### config.mk
export PLATFORM = sky130hd
export DESIGN_NAME = osc_reference_select
export DESIGN_NICKNAME = d
export VERILOG_FILES = /design/src/hdl/osc_sel_pkg.sv /design/src/hdl/osc_reference_select.sv /design/src/hdl/wb_reg_slave.sv /design/src/hdl/clock_pick.sv
export VERILOG_INCLUDE_DIRS = /design/src /design/src/hdl
export SDC_FILE = /design/constraint.sdc
export NUM_CORES = 1
export LEC_CHECK = 0
export ABC_AREA = 1
export BUFFER_PORTS_ARGS = -buffer_cell sky130_fd_sc_hd__buf_4
export CAP_MARGIN = 10
export CELL_PAD_IN_SITES_DETAIL_PLACEMENT = 0
export CELL_PAD_IN_SITES_GLOBAL_PLACEMENT = 1
export CORE_MARGIN = 3
export CORE_UTILIZATION = 31
export DETAILED_ROUTE_END_ITERATION = 8
export PLACE_DENSITY_LB_ADDON = 0.2
export SKIP_LAST_GASP = 1
export SYNTH_ARGS = -nofsm -noshare
export SYNTH_HDL_FRONTEND = slang
export SYNTH_SLANG_ARGS = --single-unit
### constraint.sdc
create_clock -name clk_i -period 2.2 [get_ports clk_i]
set_clock_uncertainty 0.1 [all_clocks]
set_input_delay 0.22 -clock clk_i [delete_from_list [all_inputs] [get_ports clk_i]]
set_output_delay 0.22 -clock clk_i [all_outputs]
set_load 0.01 [all_outputs]
### src/hdl/osc_sel_map.svh
// Offsets, field positions and reset values of the reference clock select block
`ifndef OSC_SEL_MAP_SVH
`define OSC_SEL_MAP_SVH

`define OSC_ADR_W 18
`define OSC_IDX_W 16
`define OSC_TB_CFG_IDX 16'h001d
`define OSC_OPT_IDX 16'hffcf
`define OSC_STATUS_IDX 16'h0020

`define OSC_MAIN_SEL_LO_BIT 0
`define OSC_MAIN_SEL_HI_BIT 1

`define OSC_INTERNAL_OSC_CLOCK_STOP_DIS_BIT 0
`define OSC_TB_SEL_LO_BIT 1
`define OSC_TB_SEL_HI_BIT 2
`define OSC_RC_STOP_KEEP_BIT 3
`define OSC_XTAL_STOP_KEEP_BIT 4
`define OSC_TB_CFG_MASK 8'h1f
`define OSC_TB_CFG_RESET 8'h00
`define OSC_OPT_RESET 8'h00

`define OSC_MAIN_CODE_UNUSED 2'h0
`define OSC_MAIN_CODE_INTERNAL 2'h1
`define OSC_MAIN_CODE_RC 2'h2
`define OSC_MAIN_CODE_CRYSTAL 2'h3
`define OSC_TB_CODE_INTERNAL 2'h0
`define OSC_TB_CODE_RC 2'h1
`define OSC_TB_CODE_CRYSTAL 2'h2
`define OSC_TB_CODE_UNUSED 2'h3

`define OSC_ST_INTERNAL_EN_BIT 0
`define OSC_ST_RC_EN_BIT 1
`define OSC_ST_XTAL_EN_BIT 2
`define OSC_ST_STOP_BIT 3
`define OSC_ST_MAIN_BAD_BIT 4
`define OSC_ST_TB_UNAVAIL_BIT 5
`define OSC_ST_TB_LOCKED_BIT 6

`endif

### src/hdl/osc_sel_pkg.sv
// Types shared by the reference clock select block
package osc_sel_pkg;

    typedef enum logic [1:0] {
        SRC_NONE,
        SRC_INTERNAL,
        SRC_RC,
        SRC_CRYSTAL
    } src_t;

    typedef struct packed {
        logic internal;
        logic rc;
        logic crystal;
    } osc_set_t;

    typedef struct packed {
        logic cyc;
        logic stb;
        logic we;
        logic [17:0] adr;
        logic [3:0] sel;
        logic [31:0] dat;
    } wb_req_t;

endpackage : osc_sel_pkg

### src/hdl/osc_reference_select.sv
// Top of the oscillator reference clock selection logic
// How it works
// Main reference source comes from two bits of the read-only option byte.
// Code 01 picks internal oscillator, second pin carries bus clock; 00 unused.
// Code 10 picks RC oscillator, second pin carries bus clock.
// Code 11 picks crystal; second pin carries inverting amplifier output.
// Timebase source comes from two config bits, independent of main choice.
// Timebase code 00 internal, 01 RC, 10 crystal, 11 unused.
// Internal oscillator runs after every reset, whatever the main source.
// RC and crystal never run together; the unselected one stays off.
// RC or crystal reaches timebase only when it is the main source.
// Internal oscillator stops in stop mode when its stop-disable bit is set.
// Main reference and buffered copy feed all but timebase and watchdog.
// Stop disables RC or crystal unless its keep bit was set beforehand.
// System enable turns the active oscillator circuit on or off.
// Wait mode leaves every oscillator and reference output running.
// Source selections are latched after reset and never switched while running; here the timebase field can still change once, at the first config write.
`timescale 1ns/1ps
`include "osc_sel_map.svh"

module osc_reference_select (
    input wire logic clk_i,
    input wire logic rst_i,
    input wire logic wb_cyc_i,
    input wire logic wb_stb_i,
    input wire logic wb_we_i,
    input wire logic [17:0] wb_adr_i,
    input wire logic [3:0] wb_sel_i,
    input wire logic [31:0] wb_dat_i,
    output logic wb_ack_o,
    output logic [31:0] wb_dat_o,
    input wire logic [7:0] option_byte_i,
    input wire logic internal_osc_clock_i,
    input wire logic rc_osc_clock_i,
    input wire logic crystal_osc_clock_i,
    input wire logic crystal_amp_out_i,
    input wire logic bus_clock_i,
    input wire logic oscillator_enable_from_sysint_i,
    input wire logic stop_mode_i,
    output logic main_reference_clock_o,
    output logic buffered_reference_clock_o,
    output logic timebase_reference_clock_o,
    output logic watchdog_reference_clock_o,
    output logic osc_output_pin_o,
    output logic osc_output_pin_oe_o,
    output logic internal_osc_enable_o,
    output logic rc_osc_enable_o,
    output logic crystal_osc_enable_o
);
    typedef enum logic [1:0] {
        PWR_RESET,
        PWR_RUN,
        PWR_STOP
    } pwr_state_t;

    osc_sel_pkg::wb_req_t req;
    logic cfg_we;
    logic [7:0] cfg_wdata;
    logic [7:0] status_rd;

    // Option and configuration state
    logic [7:0] opt_reg;
    logic [7:0] opt_next;
    logic [7:0] cfg_reg;
    logic [7:0] cfg_next;
    logic tb_locked_reg;
    logic tb_locked_next;
    pwr_state_t pwr_reg;
    pwr_state_t pwr_next;
    logic keep_rc_reg;
    logic keep_rc_next;
    logic keep_xtal_reg;
    logic keep_xtal_next;
    logic internal_osc_clock_off_reg;
    logic internal_osc_clock_off_next;

    // Output state
    osc_sel_pkg::osc_set_t en_reg;
    osc_sel_pkg::osc_set_t en_next;
    logic pin_reg;
    logic pin_next;
    logic pin_oe_reg;
    logic pin_oe_next;
    logic wdog_reg;
    logic wdog_next;
    logic buf_reg;
    logic buf_next;

    osc_sel_pkg::src_t main_src;
    osc_sel_pkg::src_t tb_src;
    osc_sel_pkg::osc_set_t levels;
    osc_sel_pkg::osc_set_t tb_avail;
    logic [1:0] main_code;
    logic [1:0] tb_code;
    logic main_clk;

    assign req = '{cyc: wb_cyc_i, stb: wb_stb_i, we: wb_we_i, adr: wb_adr_i, sel: wb_sel_i, dat: wb_dat_i};
    assign levels = '{internal: internal_osc_clock_i, rc: rc_osc_clock_i, crystal: crystal_osc_clock_i};

    wb_reg_slave u_slave (
        .clk_i(clk_i),
        .rst_i(rst_i),
        .req_i(req),
        .cfg_rd_i(cfg_reg),
        .opt_rd_i(opt_reg),
        .status_rd_i(status_rd),
        .ack_o(wb_ack_o),
        .dat_o(wb_dat_o),
        .cfg_we_o(cfg_we),
        .cfg_wdata_o(cfg_wdata)
    );

    // main code from option byte
    assign main_code = {opt_reg[`OSC_MAIN_SEL_HI_BIT], opt_reg[`OSC_MAIN_SEL_LO_BIT]};
    // timebase code from config
    assign tb_code = {cfg_reg[`OSC_TB_SEL_HI_BIT], cfg_reg[`OSC_TB_SEL_LO_BIT]};

    always_comb begin
        main_src = osc_sel_pkg::SRC_NONE;
        unique case (main_code)
            // code 00 drives nothing
            `OSC_MAIN_CODE_UNUSED: main_src = osc_sel_pkg::SRC_NONE;
            // internal source
            `OSC_MAIN_CODE_INTERNAL: main_src = osc_sel_pkg::SRC_INTERNAL;
            // RC source
            `OSC_MAIN_CODE_RC: main_src = osc_sel_pkg::SRC_RC;
            // crystal source
            `OSC_MAIN_CODE_CRYSTAL: main_src = osc_sel_pkg::SRC_CRYSTAL;
        endcase
    end

    always_comb begin
        tb_src = osc_sel_pkg::SRC_NONE;
        // timebase decode
        unique case (tb_code)
            `OSC_TB_CODE_INTERNAL: tb_src = osc_sel_pkg::SRC_INTERNAL;
            `OSC_TB_CODE_RC: tb_src = osc_sel_pkg::SRC_RC;
            `OSC_TB_CODE_CRYSTAL: tb_src = osc_sel_pkg::SRC_CRYSTAL;
            `OSC_TB_CODE_UNUSED: tb_src = osc_sel_pkg::SRC_NONE;
        endcase
    end

    // timebase may use RC or crystal only as main source
    assign tb_avail = '{internal: en_reg.internal,
                        rc: en_reg.rc & (main_src == osc_sel_pkg::SRC_RC),
                        crystal: en_reg.crystal & (main_src == osc_sel_pkg::SRC_CRYSTAL)};

    // main reference for clock generator and subsystems
    clock_pick u_main_pick (
        .clk_i(clk_i),
        .rst_i(rst_i),
        .sel_i(main_src),
        .level_i(levels),
        .avail_i(en_reg),
        .clk_o(main_clk)
    );

    // timebase picked separately from the main source
    clock_pick u_tb_pick (
        .clk_i(clk_i),
        .rst_i(rst_i),
        .sel_i(tb_src),
        .level_i(levels),
        .avail_i(tb_avail),
        .clk_o(timebase_reference_clock_o)
    );

    // Option byte and configuration register
    always_comb begin
        opt_next = opt_reg;
        cfg_next = cfg_reg;
        tb_locked_next = tb_locked_reg;
        // option byte taken once, first cycle after reset
        if (pwr_reg == PWR_RESET) begin
            opt_next = option_byte_i;
        end
        if (cfg_we) begin
            cfg_next = cfg_reg & ~`OSC_TB_CFG_MASK | cfg_wdata & `OSC_TB_CFG_MASK;
            // timebase field is write-once so the source changes only at the first write
            if (tb_locked_reg) begin
                cfg_next[`OSC_TB_SEL_HI_BIT] = cfg_reg[`OSC_TB_SEL_HI_BIT];
                cfg_next[`OSC_TB_SEL_LO_BIT] = cfg_reg[`OSC_TB_SEL_LO_BIT];
            end
            tb_locked_next = 1'b1;
        end
    end

    always_ff @(posedge clk_i) begin
        if (rst_i) begin
            opt_reg <= `OSC_OPT_RESET;
            cfg_reg <= `OSC_TB_CFG_RESET;
            tb_locked_reg <= 1'b0;
        end else begin
            opt_reg <= opt_next;
            cfg_reg <= cfg_next;
            tb_locked_reg <= tb_locked_next;
        end
    end

    // Power mode tracking; keep bits are frozen at stop entry
    always_comb begin
        pwr_next = pwr_reg;
        keep_rc_next = keep_rc_reg;
        keep_xtal_next = keep_xtal_reg;
        internal_osc_clock_off_next = internal_osc_clock_off_reg;
        unique case (pwr_reg)
            PWR_RESET: begin
                pwr_next = PWR_RUN;
            end
            PWR_RUN: begin
                if (stop_mode_i) begin
                    pwr_next = PWR_STOP;
                    // keep bits must be set before stop entry
                    keep_rc_next = cfg_reg[`OSC_RC_STOP_KEEP_BIT];
                    keep_xtal_next = cfg_reg[`OSC_XTAL_STOP_KEEP_BIT];
                    // stop-disable sampled on entry
                    internal_osc_clock_off_next = cfg_reg[`OSC_INTERNAL_OSC_CLOCK_STOP_DIS_BIT];
                end
            end
            PWR_STOP: begin
                if (!stop_mode_i) begin
                    pwr_next = PWR_RUN;
                    keep_rc_next = 1'b0;
                    keep_xtal_next = 1'b0;
                    internal_osc_clock_off_next = 1'b0;
                end
            end
            default: begin
                pwr_next = PWR_RUN;
            end
        endcase
    end

    always_ff @(posedge clk_i) begin
        if (rst_i) begin
            pwr_reg <= PWR_RESET;
            keep_rc_reg <= 1'b0;
            keep_xtal_reg <= 1'b0;
            internal_osc_clock_off_reg <= 1'b0;
        end else begin
            pwr_reg <= pwr_next;
            keep_rc_reg <= keep_rc_next;
            keep_xtal_reg <= keep_xtal_next;
            internal_osc_clock_off_reg <= internal_osc_clock_off_next;
        end
    end

    // Oscillator enables and pin drive
    always_comb begin
        // internal oscillator on after reset
        // system enable gates the active circuit
        en_next.internal = oscillator_enable_from_sysint_i;
        // internal off in stop when disabled
        if (pwr_reg == PWR_STOP && internal_osc_clock_off_reg) begin
            en_next.internal = 1'b0;
        end
        // only the selected one of RC and crystal runs
        en_next.rc = oscillator_enable_from_sysint_i & (main_src == osc_sel_pkg::SRC_RC);
        en_next.crystal = oscillator_enable_from_sysint_i & (main_src == osc_sel_pkg::SRC_CRYSTAL);
        // stop kills RC or crystal unless kept
        if (pwr_reg == PWR_STOP) begin
            en_next.rc = en_next.rc & keep_rc_reg;
            en_next.crystal = en_next.crystal & keep_xtal_reg;
        end
        // wait mode has no input here, so nothing stops in wait
        pin_next = 1'b0;
        pin_oe_next = 1'b0;
        unique case (main_src)
            osc_sel_pkg::SRC_NONE: begin
                pin_next = 1'b0;
                pin_oe_next = 1'b0;
            end
            // bus clock on second pin
            osc_sel_pkg::SRC_INTERNAL: begin
                pin_next = bus_clock_i;
                pin_oe_next = 1'b1;
            end
            // bus clock on second pin
            osc_sel_pkg::SRC_RC: begin
                pin_next = bus_clock_i;
                pin_oe_next = 1'b1;
            end
            // amplifier output on second pin
            osc_sel_pkg::SRC_CRYSTAL: begin
                pin_next = crystal_amp_out_i;
                pin_oe_next = 1'b1;
            end
        endcase
        // watchdog always takes the internal clock
        wdog_next = internal_osc_clock_i & en_reg.internal;
        // buffered copy follows main reference
        buf_next = main_clk;
    end

    always_ff @(posedge clk_i) begin
        if (rst_i) begin
            en_reg <= '{internal: 1'b1, rc: 1'b0, crystal: 1'b0};
            pin_reg <= 1'b0;
            pin_oe_reg <= 1'b0;
            wdog_reg <= 1'b0;
            buf_reg <= 1'b0;
        end else begin
            en_reg <= en_next;
            pin_reg <= pin_next;
            pin_oe_reg <= pin_oe_next;
            wdog_reg <= wdog_next;
            buf_reg <= buf_next;
        end
    end

    always_comb begin
        status_rd = 8'h00;
        status_rd[`OSC_ST_INTERNAL_EN_BIT] = en_reg.internal;
        status_rd[`OSC_ST_RC_EN_BIT] = en_reg.rc;
        status_rd[`OSC_ST_XTAL_EN_BIT] = en_reg.crystal;
        status_rd[`OSC_ST_STOP_BIT] = (pwr_reg == PWR_STOP);
        status_rd[`OSC_ST_MAIN_BAD_BIT] = (main_src == osc_sel_pkg::SRC_NONE);
        status_rd[`OSC_ST_TB_UNAVAIL_BIT] = (tb_src == osc_sel_pkg::SRC_NONE) |
            (tb_src == osc_sel_pkg::SRC_RC && main_src != osc_sel_pkg::SRC_RC) |
            (tb_src == osc_sel_pkg::SRC_CRYSTAL && main_src != osc_sel_pkg::SRC_CRYSTAL);
        status_rd[`OSC_ST_TB_LOCKED_BIT] = tb_locked_reg;
    end

    assign main_reference_clock_o = main_clk;
    assign buffered_reference_clock_o = buf_reg;
    assign watchdog_reference_clock_o = wdog_reg;
    assign osc_output_pin_o = pin_reg;
    assign osc_output_pin_oe_o = pin_oe_reg;
    assign internal_osc_enable_o = en_reg.internal;
    assign rc_osc_enable_o = en_reg.rc;
    assign crystal_osc_enable_o = en_reg.crystal;

endmodule : osc_reference_select

### src/hdl/wb_reg_slave.sv
// Classic Wishbone slave front end for the clock select registers
`timescale 1ns/1ps
`include "osc_sel_map.svh"

module wb_reg_slave (
    input wire logic clk_i,
    input wire logic rst_i,
    input wire osc_sel_pkg::wb_req_t req_i,
    input wire logic [7:0] cfg_rd_i,
    input wire logic [7:0] opt_rd_i,
    input wire logic [7:0] status_rd_i,
    output logic ack_o,
    output logic [31:0] dat_o,
    output logic cfg_we_o,
    output logic [7:0] cfg_wdata_o
);
    logic ack_reg;
    logic ack_next;
    logic [31:0] dat_reg;
    logic [31:0] dat_next;
    logic [`OSC_IDX_W-1:0] idx;
    logic aligned;

    assign idx = req_i.adr[`OSC_ADR_W-1:2];
    assign aligned = (req_i.adr[1:0] == 2'h0);

    always_comb begin
        // One wait state, ack dropped after one cycle
        ack_next = req_i.cyc & req_i.stb & ~ack_reg;
        dat_next = 32'h0000_0000;
        if (aligned) begin
            unique case (idx)
                `OSC_TB_CFG_IDX: dat_next = {24'h00_0000, cfg_rd_i};
                `OSC_OPT_IDX: dat_next = {24'h00_0000, opt_rd_i};
                `OSC_STATUS_IDX: dat_next = {24'h00_0000, status_rd_i};
                default: dat_next = 32'h0000_0000;
            endcase
        end
    end

    always_ff @(posedge clk_i) begin
        if (rst_i) begin
            ack_reg <= 1'b0;
            dat_reg <= 32'h0000_0000;
        end else begin
            ack_reg <= ack_next;
            dat_reg <= dat_next;
        end
    end

    // Write lands on the edge where the master sees ack
    assign cfg_we_o = req_i.cyc & req_i.stb & req_i.we & ack_reg & req_i.sel[0] & aligned &
                      (idx == `OSC_TB_CFG_IDX);
    assign cfg_wdata_o = req_i.dat[7:0];
    assign ack_o = ack_reg;
    assign dat_o = dat_reg;

endmodule : wb_reg_slave

### src/hdl/clock_pick.sv
// Registered selector of one sampled oscillator level
`timescale 1ns/1ps

module clock_pick (
    input wire logic clk_i,
    input wire logic rst_i,
    input wire osc_sel_pkg::src_t sel_i,
    input wire osc_sel_pkg::osc_set_t level_i,
    input wire osc_sel_pkg::osc_set_t avail_i,
    output logic clk_o
);
    logic out_reg;
    logic out_next;

    always_comb begin
        out_next = 1'b0;
        unique case (sel_i)
            osc_sel_pkg::SRC_NONE: out_next = 1'b0;
            osc_sel_pkg::SRC_INTERNAL: out_next = level_i.internal & avail_i.internal;
            osc_sel_pkg::SRC_RC: out_next = level_i.rc & avail_i.rc;
            osc_sel_pkg::SRC_CRYSTAL: out_next = level_i.crystal & avail_i.crystal;
        endcase
    end

    always_ff @(posedge clk_i) begin
        if (rst_i) begin
            out_reg <= 1'b0;
        end else begin
            out_reg <= out_next;
        end
    end

    assign clk_o = out_reg;

endmodule : clock_pick

==> flow_metrics.tcl, run 1 <==
set metrics [dict create \
    cts_max_level 2 \
    path_clk_slew_ps 70 \
    postCtsSetupBuffers 0 \
    place_area_um2 2440 \
    finalWeightedCongestion 0.773 \
    drive_above_1_share_pct 26.2 \
    grt_pass1_wl_um 8050 \
    ant_nets 0 \
    ys_async_sr_fraction_pct 0 \
    io_pins 116 \
    track_usage_pct 13.8 \
    status "completed" \
    cts_tree "yes" \
    initial_core_util_pct 32.8 \
    core_area_um2 6100 \
    setup_slack_ps 688 \
    port_buffers 61 \
    finalCriticalPeriod_ps 1510 \
    syn_area_um2 2000 \
    layout_common_cells "61 x buf_4, 47 x nor2_1, 37 x dfxtp_1, 36 x inv_1, 35 x nand2_1" \
    fin_setup_tns_ps 0 \
    ys_ff_latch 37 \
    maxCapViolations 0 \
    synth_edf_count 0 \
    met2_usage_pct 21.4 \
    slew_viol_final 0 \
    final_common_cell "buf_4" \
    min_period_over_period_pct 68.7 \
    cp_max_fo 12 \
    ctsResizeCount 0 \
    finalHoldViolCount 0 \
    dieArea_um2 7440 \
    grtUsageMet1_pct 18.7 \
    grt_max_degree 16 \
    die_x_um 86.3 \
    path_buf_inv 1 \
    start_kind "flip-flop" \
    peakVddDrop_mv 0.312 \
    layout.nets 422 \
    cpMaxStageDelayCell "nor2_1" \
    cts_hold_buf 0 \
    dr.pass1.iters 4 \
    diodes 0 \
    overflow 0 \
    fp.dieH_um 86.3 \
    wl_per_cell_um 11.7 \
    vias 1826 \
    drt-total-wl_um 4890 \
    leakage_nw 1.22 \
    synth.distinct_cells 25 \
    gr-max-usage-layer "met2" \
    gr-usage-met3_pct 3.23 \
    power.density_nw_per_um2 548 \
    crit_type "reg -> reg" \
    num_rows 28 \
    hold_class "in -> reg" \
    clock-sinks 37 \
    rsz0062_at_grt "no" \
    root_buffer "clkbuf_8" \
    ys_warn_count 0 \
    dpl_worst_slack_ps 703 \
    finalSetupViolCount 0 \
    post-dp-hpwl_um 3980 \
    synth_ff_type "dfxtp_1" \
    syn_avg_cell_area_um2 7.18 \
    clk_path_buf_depth 2 \
    cp.arrival_ps 1580 \
    synth_cells 278 \
    grt_pass1_vias 1711 \
    power_mw 1.38 \
    cts_buffers 5 \
    post-route-cell-area_um2 2520 \
    worst_setup_path_end_kind "flip-flop" \
    drtIter0Drc 81 \
    cp_top_family "simple AND/OR/NAND/NOR gates" \
    seq_area_frac_synth_pct 37.1 \
    antenna_found_initial 0 \
    critPathRequiredTime_ps 2260 \
    fmax_mhz 661 \
    drc 0 \
    syn2layout_area_growth_pct 26.3 \
    via_per_inst 4.37 \
    crit_chain "nor2_1, inv_1, o21ai_0, a21oi_1" \
    critPathMaxStageDelay_ps 360 \
    worstSkewPairLatency_ps 290 \
]
[report_power, final]
group	leakage [nW]	internal [mW]	switching [mW]
clock	0.0395	0.225	0.227
sequential	0.302	0.699	0.0177
combinational	0.880	0.0933	0.121
[metal layers]
layer / up-vias / routed length, µm / share of wire (%)
met4: 0 / 52 / 1.1
met3: 6 / 311 / 6.4
met5: - / 0 / 0
li1: 957 / - / -
met2: 59 / 2190 / 45
met1: 804 / 2330 / 48
[cell usage after synthesis (2+ instances only)]
| cell type | count | share of area [%] |
|---|---|---|
| nor2_1 | 47 | 8.8 |
| buf_4 | 24 | 9.0 |
| inv_1 | 36 | 6.8 |
| nor3_1 | 3 | 0.75 |
| dfxtp_1 | 37 | 37 |
| a211oi_1 | 2 | 0.75 |
| nand4_1 | 6 | 1.9 |
| o21ai_0 | 13 | 3.3 |
| o211ai_1 | 2 | 0.75 |
| a21oi_1 | 11 | 2.8 |
| nand3_1 | 26 | 6.5 |
| ha_1 | 6 | 3.8 |
| clkbuf_1 | 2 | 0.38 |
| nand2_2 | 6 | 1.9 |
| nor2_2 | 9 | 2.8 |
| nor2_4 | 4 | 2.3 |
| nand2_1 | 35 | 6.6 |
| o21ai_1 | 2 | 0.50 |
[worst paths after layout]
kind / cells past startpoint / start / slack, ps / endpoint
hold reg to reg: 2 / u_main_pick.clk_o$_SDFF_PP0_ / 320 / buffered_reference_clock_o$_SDFF_PP0_
setup reg to reg: 4 / pwr_reg[0]$_SDFFE_PP0P_ / 690 / opt_reg[5]$_SDFFE_PP0N_
hold / removal: 3 / oscillator_enable_from_sysint_i / 50 / internal_osc_enable_o$_SDFF_PP1_
setup / recovery: 4 / pwr_reg[0]$_SDFFE_PP0P_ / 690 / opt_reg[5]$_SDFFE_PP0N_
[cell families (layout without fill, tap and decap cells)]
family	count (synthesis)	count (layout)	synth area share, %
compound gates	31	31	8.46
fa+ha+maj	6	6	3.76
buf+inv	64	106	16.6
flops	37	37	37.1
simple gates	139	139	33.9
other cells	1	24	0.188
[worst min-delay path, stage by stage]
cell and delay [ps]:
buf_4 100, nand2_1 50, nand2_1 40
[layout make-up]
cell class                      instances  area, µm²
Fill cell                             677       3570
Multi-Input combinational cell        200       1010
Sequential cell                        37        741
Timing Repair Buffer                   61        458
Inverter                               37        139
Tap cell                               75       93.8
Clock buffer                            8       80.1
[metrics by stage]
step	hold WS, ps	cells	utilization [%]
after floorplan	193	301	-
after global placement	310	410	40.1
after detailed placement	318	410	40.1
after CTS	40.5	418	41.4
after global routing	63.0	418	41.4
final	50.9	418	41.4
Power figures use the tool's default switching activity.
==> inputs of run 2 (changes only) <==
--- a/config.mk
+++ b/config.mk
@@ -12,7 +12,7 @@
 export CELL_PAD_IN_SITES_DETAIL_PLACEMENT = 0
 export CELL_PAD_IN_SITES_GLOBAL_PLACEMENT = 1
 export CORE_MARGIN = 3
-export CORE_UTILIZATION = 31
+export CORE_UTILIZATION = 29
 export DETAILED_ROUTE_END_ITERATION = 8
 export PLACE_DENSITY_LB_ADDON = 0.2
 export SKIP_LAST_GASP = 1
==> constraint.sdc (replaced) <==
create_clock -name clk_i -period 1.4 [get_ports clk_i]
set_clock_uncertainty 0.1 [all_clocks]
set_input_delay 0.14 -clock clk_i [delete_from_list [all_inputs] [get_ports clk_i]]
set_output_delay 0.14 -clock clk_i [all_outputs]
set_load 0.01 [all_outputs]
==> run 2 against run 1 <==
Utilization down 0.62 points. Die area up 6.4%. Clock power up 55%. Largest power group unchanged. Power up 59%. Sequential share of layout area down 1.3 points. Largest cell class unchanged. Critical path type unchanged.
==> flow_metrics.tcl, run 2 (same netlist as run 1, synthesis figures left out) <==
set metrics [dict create \
    cpMaxStageDelayCell "dfxtp_2" \
    finalHoldViolCount 0 \
    layout_common_cells "70 x buf_4, 47 x nor2_1, 35 x inv_1, 35 x nand2_1, 35 x dfxtp_1" \
    final_common_cell "buf_4" \
    fmax_mhz 779 \
    worstSkewPairLatency_ps 280 \
    power.density_nw_per_um2 832 \
    clock-sinks 37 \
    cp.arrival_ps 1360 \
    post-dp-hpwl_um 4080 \
    dieArea_um2 7920 \
    power_switching_mw 0.572 \
    overflow 0 \
    track_usage_pct 13.1 \
    diodes 0 \
    vias 1817 \
    cts_tree "yes" \
    worst_setup_path_end_kind "flip-flop" \
    critPathRequiredTime_ps 1470 \
    rsz0062_at_grt "no" \
    fp.dieH_um 89.0 \
    dr.pass1.iters 4 \
    port_buffers 61 \
    min_period_over_period_pct 91.7 \
    initial_core_util_pct 30.7 \
    via_per_inst 4.19 \
    cell_internal_pwr_mw 1.63 \
    crit_chain "ha_1, nand3_1, nor2_1, o21ai_0, inv_1" \
    start_kind "flip-flop" \
    drc 0 \
    cp_max_fo 5 \
    highest_layer "met4" \
    layout.nets 436 \
    wl_per_cell_um 11.6 \
    peakVddDrop_mv 0.396 \
    grt_max_degree 15 \
    num_rows 29 \
    io_pins 116 \
    grt_pass1_wl_um 7910 \
    finalWeightedCongestion 0.810 \
    finalCriticalPeriod_ps 1280 \
    p_comb_share_pct 17.2 \
    holdWs_ps 12.8 \
    core_area_um2 6490 \
    finalSetupViolCount 0 \
    leakage_nw 1.29 \
    critPathMaxStageDelay_ps 350 \
    route.met2.wl_um 2390 \
    drt-total-wl_um 5030 \
    grt_pass1_vias 1738 \
    crit_type "reg -> reg" \
    hold_class "in -> reg" \
    path_clk_slew_ps 70 \
    p_clk_share_pct 31.7 \
    drive_above_1_share_pct 28.9 \
    syn2layout_area_growth_pct 32.6 \
    antenna_found_initial 0 \
    wl_met1_um 2370 \
    n_fill_cell 701 \
    cts_max_level 2 \
    wl_met3_um 228 \
    power.share.switching_pct 26.0 \
    maxCapViolations 0 \
    power_frac_seq_pct 51.1 \
    fin_setup_tns_ps 0 \
    die_x_um 89.0 \
    status "completed" \
    ant_nets 0 \
    cts_buffers 5 \
    clk_path_buf_depth 2 \
    slew_viol_final 0 \
    drtIter0Drc 90 \
    root_buffer "clkbuf_8" \
]
[run 2: cell types whose count changed in the layout (fill, tap and decap cells not counted)]
cell / change
buf_4: +9
dfxtp_2: +2
ha_1: -1
dfxtp_1: -2
ha_2: +1
inv_1: -1
dlygate4sd3_1: +5
inv_2: +1
[run 2: cell type report]
class | count | area [µm²] | area share, %
Multi-Input combinational cell | 200 | 1010 | 38.3
Sequential cell | 37 | 743 | 28.1
Inverter | 37 | 139 | 5.25
Timing Repair Buffer | 75 | 576 | 21.7
Tap cell | 77 | 96.3 | 3.64
Clock buffer | 8 | 80.1 | 3.02
[run 2: per-stage QoR]
stage | setup slack [ps] | std cells | cell area [µm²] | utilization, % | total power, mW
after CTS | 52.5 | 434 | 2640 | 40.7 | 2.23
after detailed placement | 79.9 | 421 | 2510 | 38.7 | 1.51
after global placement | 63.5 | 421 | 2510 | 38.7 | 1.51
after global routing | 5.92 | 434 | 2650 | 40.8 | 2.33
final | 117 | 434 | 2650 | 40.8 | 2.20
after floorplan | 168 | 301 | 2080 | - | 1.36
[run 2: what timing repair did]
item / 4_1_cts / 5_1_grt
hold endpoints to repair: 5 / 0
buffers inserted: 0 / 0
setup endpoints to repair: 0 / 4
resized for setup: 0 / 4
hold buffers: 5 / 0
[run 2: critical path, delay by kind of cell (launching register included)]
family,cells,cell delay (ps)
DFF,1,350
adders and majority gates,1,260
AOI/OAI and AO/OA,1,220
buffers and inverters,1,60
and+or+nand+nor,2,190
[run 2: power groups by stage]
stage	Combinational, mW	Clock, mW	Sequential (mW)
after floorplan	0.216	0	1.15
after global placement	0.366	0	1.15
after detailed placement	0.366	0	1.15
after CTS	0.380	0.728	1.12
after global routing	0.429	0.766	1.13
final	0.378	0.700	1.13
[run 2: metal layers]
metal  GRT usage, %  up-vias
li1               -      983
met1           17.4      787
met2           21.5       42
met3           2.86        5
met4           4.06        0
met5              0        -
[run 2: final timing paths]
kind / end / start / depth (start not counted) / slack (ps)
hold / removal: watchdog_reference_clock_o$_SDFF_PP0_ / internal_osc_clock_i / 3 / 10
hold reg to reg: buffered_reference_clock_o$_SDFF_PP0_ / u_main_pick.clk_o$_SDFF_PP0_ / 2 / 330
setup / recovery: u_tb_pick.clk_o$_SDFF_PP0_ / opt_reg[1]$_SDFFE_PP0N_ / 5 / 120
setup reg to reg: u_tb_pick.clk_o$_SDFF_PP0_ / opt_reg[1]$_SDFFE_PP0N_ / 5 / 120
==> inputs of run 3 (changes only) <==
--- a/config.mk
+++ b/config.mk
@@ -14,7 +14,7 @@
 export CORE_MARGIN = 3
 export CORE_UTILIZATION = 29
 export DETAILED_ROUTE_END_ITERATION = 8
-export PLACE_DENSITY_LB_ADDON = 0.2
+export PLACE_DENSITY_LB_ADDON = 0.1
 export SKIP_LAST_GASP = 1
 export SYNTH_ARGS = -nofsm -noshare
 export SYNTH_HDL_FRONTEND = slang
==> run 3 against run 2 <==
Hold slack worse by 8.1 ps. Sequential power hardly changed. Via count is 0.66% lower. Largest power group unchanged.
==> flow_metrics.tcl, run 3 (same netlist as run 1, synthesis figures left out) <==
set metrics [dict create \
    final_common_cell "buf_4" \
    placed_cells 424 \
    drive_above_1_share_pct 29.6 \
    holdWs_ps 4.67 \
    fmax_mhz 767 \
    finalSetupViolCount 0 \
    critPathRequiredTime_ps 1470 \
    grt_pass1_wl_um 7760 \
    via_per_inst 4.15 \
    finalHoldViolCount 0 \
    num_rows 29 \
    peakVddDrop_mv 0.512 \
    gr-max-usage-layer "met2" \
    drt-total-wl_um 5040 \
    layout.nets 438 \
    port_buffers 61 \
    ant_nets 0 \
    worst_setup_path_end_kind "flip-flop" \
    syn2layout_area_growth_pct 33.7 \
    power.density_nw_per_um2 843 \
    rsz0062_at_grt "yes" \
    root_buffer "clkbuf_8" \
    diodes 0 \
    clk_path_buf_depth 2 \
    hold_class "in -> reg" \
    fin_setup_tns_ps 0 \
    antenna_found_initial 0 \
    cp.arrival_ps 1370 \
    grt_max_degree 16 \
    worstSkewPairLatency_ps 280 \
    die_x_um 89.0 \
    post-dp-hpwl_um 4120 \
    grtUsageMet1_pct 18.0 \
    grt_pass1_vias 1628 \
    dr.pass1.iters 4 \
    wl_per_cell_um 11.6 \
    path_clk_slew_ps 70 \
    dieArea_um2 7920 \
    layout_common_cells "73 x buf_4, 46 x nor2_1, 36 x inv_1, 36 x dfxtp_1, 35 x nand2_1" \
    finalCriticalPeriod_ps 1300 \
    cp_max_fo 3 \
    postCtsSetupBuffers 0 \
    vias 1805 \
    n_fill_cell 710 \
    final_cells 435 \
    clock-sinks 37 \
    leakage_nw 1.30 \
    regArea_um2 742 \
    multi_input_area_um2 1020 \
    fp.dieH_um 89.0 \
    io_pins 116 \
    maxCapViolations 0 \
    overflow 0 \
    track_usage_pct 12.8 \
    finalWeightedCongestion 0.804 \
    cts_tree "yes" \
    cts_buffers 5 \
    start_kind "flip-flop" \
    met2_usage_pct 20.0 \
    crit_type "reg -> reg" \
    drc 0 \
    status "completed" \
    gr-usage-met3_pct 2.86 \
    core_area_um2 6490 \
    slew_viol_final 0 \
    drtIter0Drc 53 \
    cts_max_level 2 \
    initial_core_util_pct 30.7 \
    min_period_over_period_pct 93.2 \
]
-- run 3: area by class of cell --
class                      count  area share [%]
sequential                    37            27.8
tap                           77            3.61
inverter                      37            5.20
multi-input combinational    200            38.1
clock buffer                   7            3.23
timing repair buffer          77            22.0
-- run 3: where the power goes --
part           switching, mW  internal, mW  leakage (nW)
clock network          0.346         0.390        0.0443
logic                  0.203         0.186         0.958
registers             0.0257          1.10         0.303
-- run 3: worst paths after layout --
kind         slack [ps]                          from                                    end  cells past startpoint
max                 100       opt_reg[0]$_SDFFE_PP0N_             u_tb_pick.clk_o$_SDFF_PP0_                      6
min                   5              option_byte_i[7]                opt_reg[7]$_SDFFE_PP0N_                      3
max reg2reg         100       opt_reg[0]$_SDFFE_PP0N_             u_tb_pick.clk_o$_SDFF_PP0_                      6
min reg2reg         330  u_main_pick.clk_o$_SDFF_PP0_  buffered_reference_clock_o$_SDFF_PP0_                      2
-- run 3: what timing repair did --
| action | in CTS | in global routing |
|---|---|---|
| endpoints found under the hold margin | 4 | 0 |
| hold buffers | 4 | 0 |
| endpoints found under the setup margin | 0 | 3 |
| gates resized for setup | 0 | 4 |
-- run 3: through the flow --
step / setup slack (ps) / power [mW] / instance area [µm²] / util (%)
after CTS: 68.6 / 2.28 / 2660 / 41.0
after global routing: -31.8 / 2.38 / 2670 / 41.1
after global placement: 73.5 / 1.53 / 2530 / 39.0
final: 95.4 / 2.25 / 2670 / 41.1
after floorplan: 168 / 1.36 / 2080 / -
after detailed placement: 93.7 / 1.52 / 2530 / 39.0
-- run 3: per-layer routing --
layer  share of wire, %  wire [µm]
met5                  0          0
met2                 45       2250
met4                  0          0
met3                5.3        266
met1                 50       2530
-- run 3: critical path: stages, from the launching register on --
cell and delay (ps):
dfxtp_1 370, inv_1 90, ha_1 240, nand3_1 90, a21oi_1 60, o21ai_0 180
inv_1 70
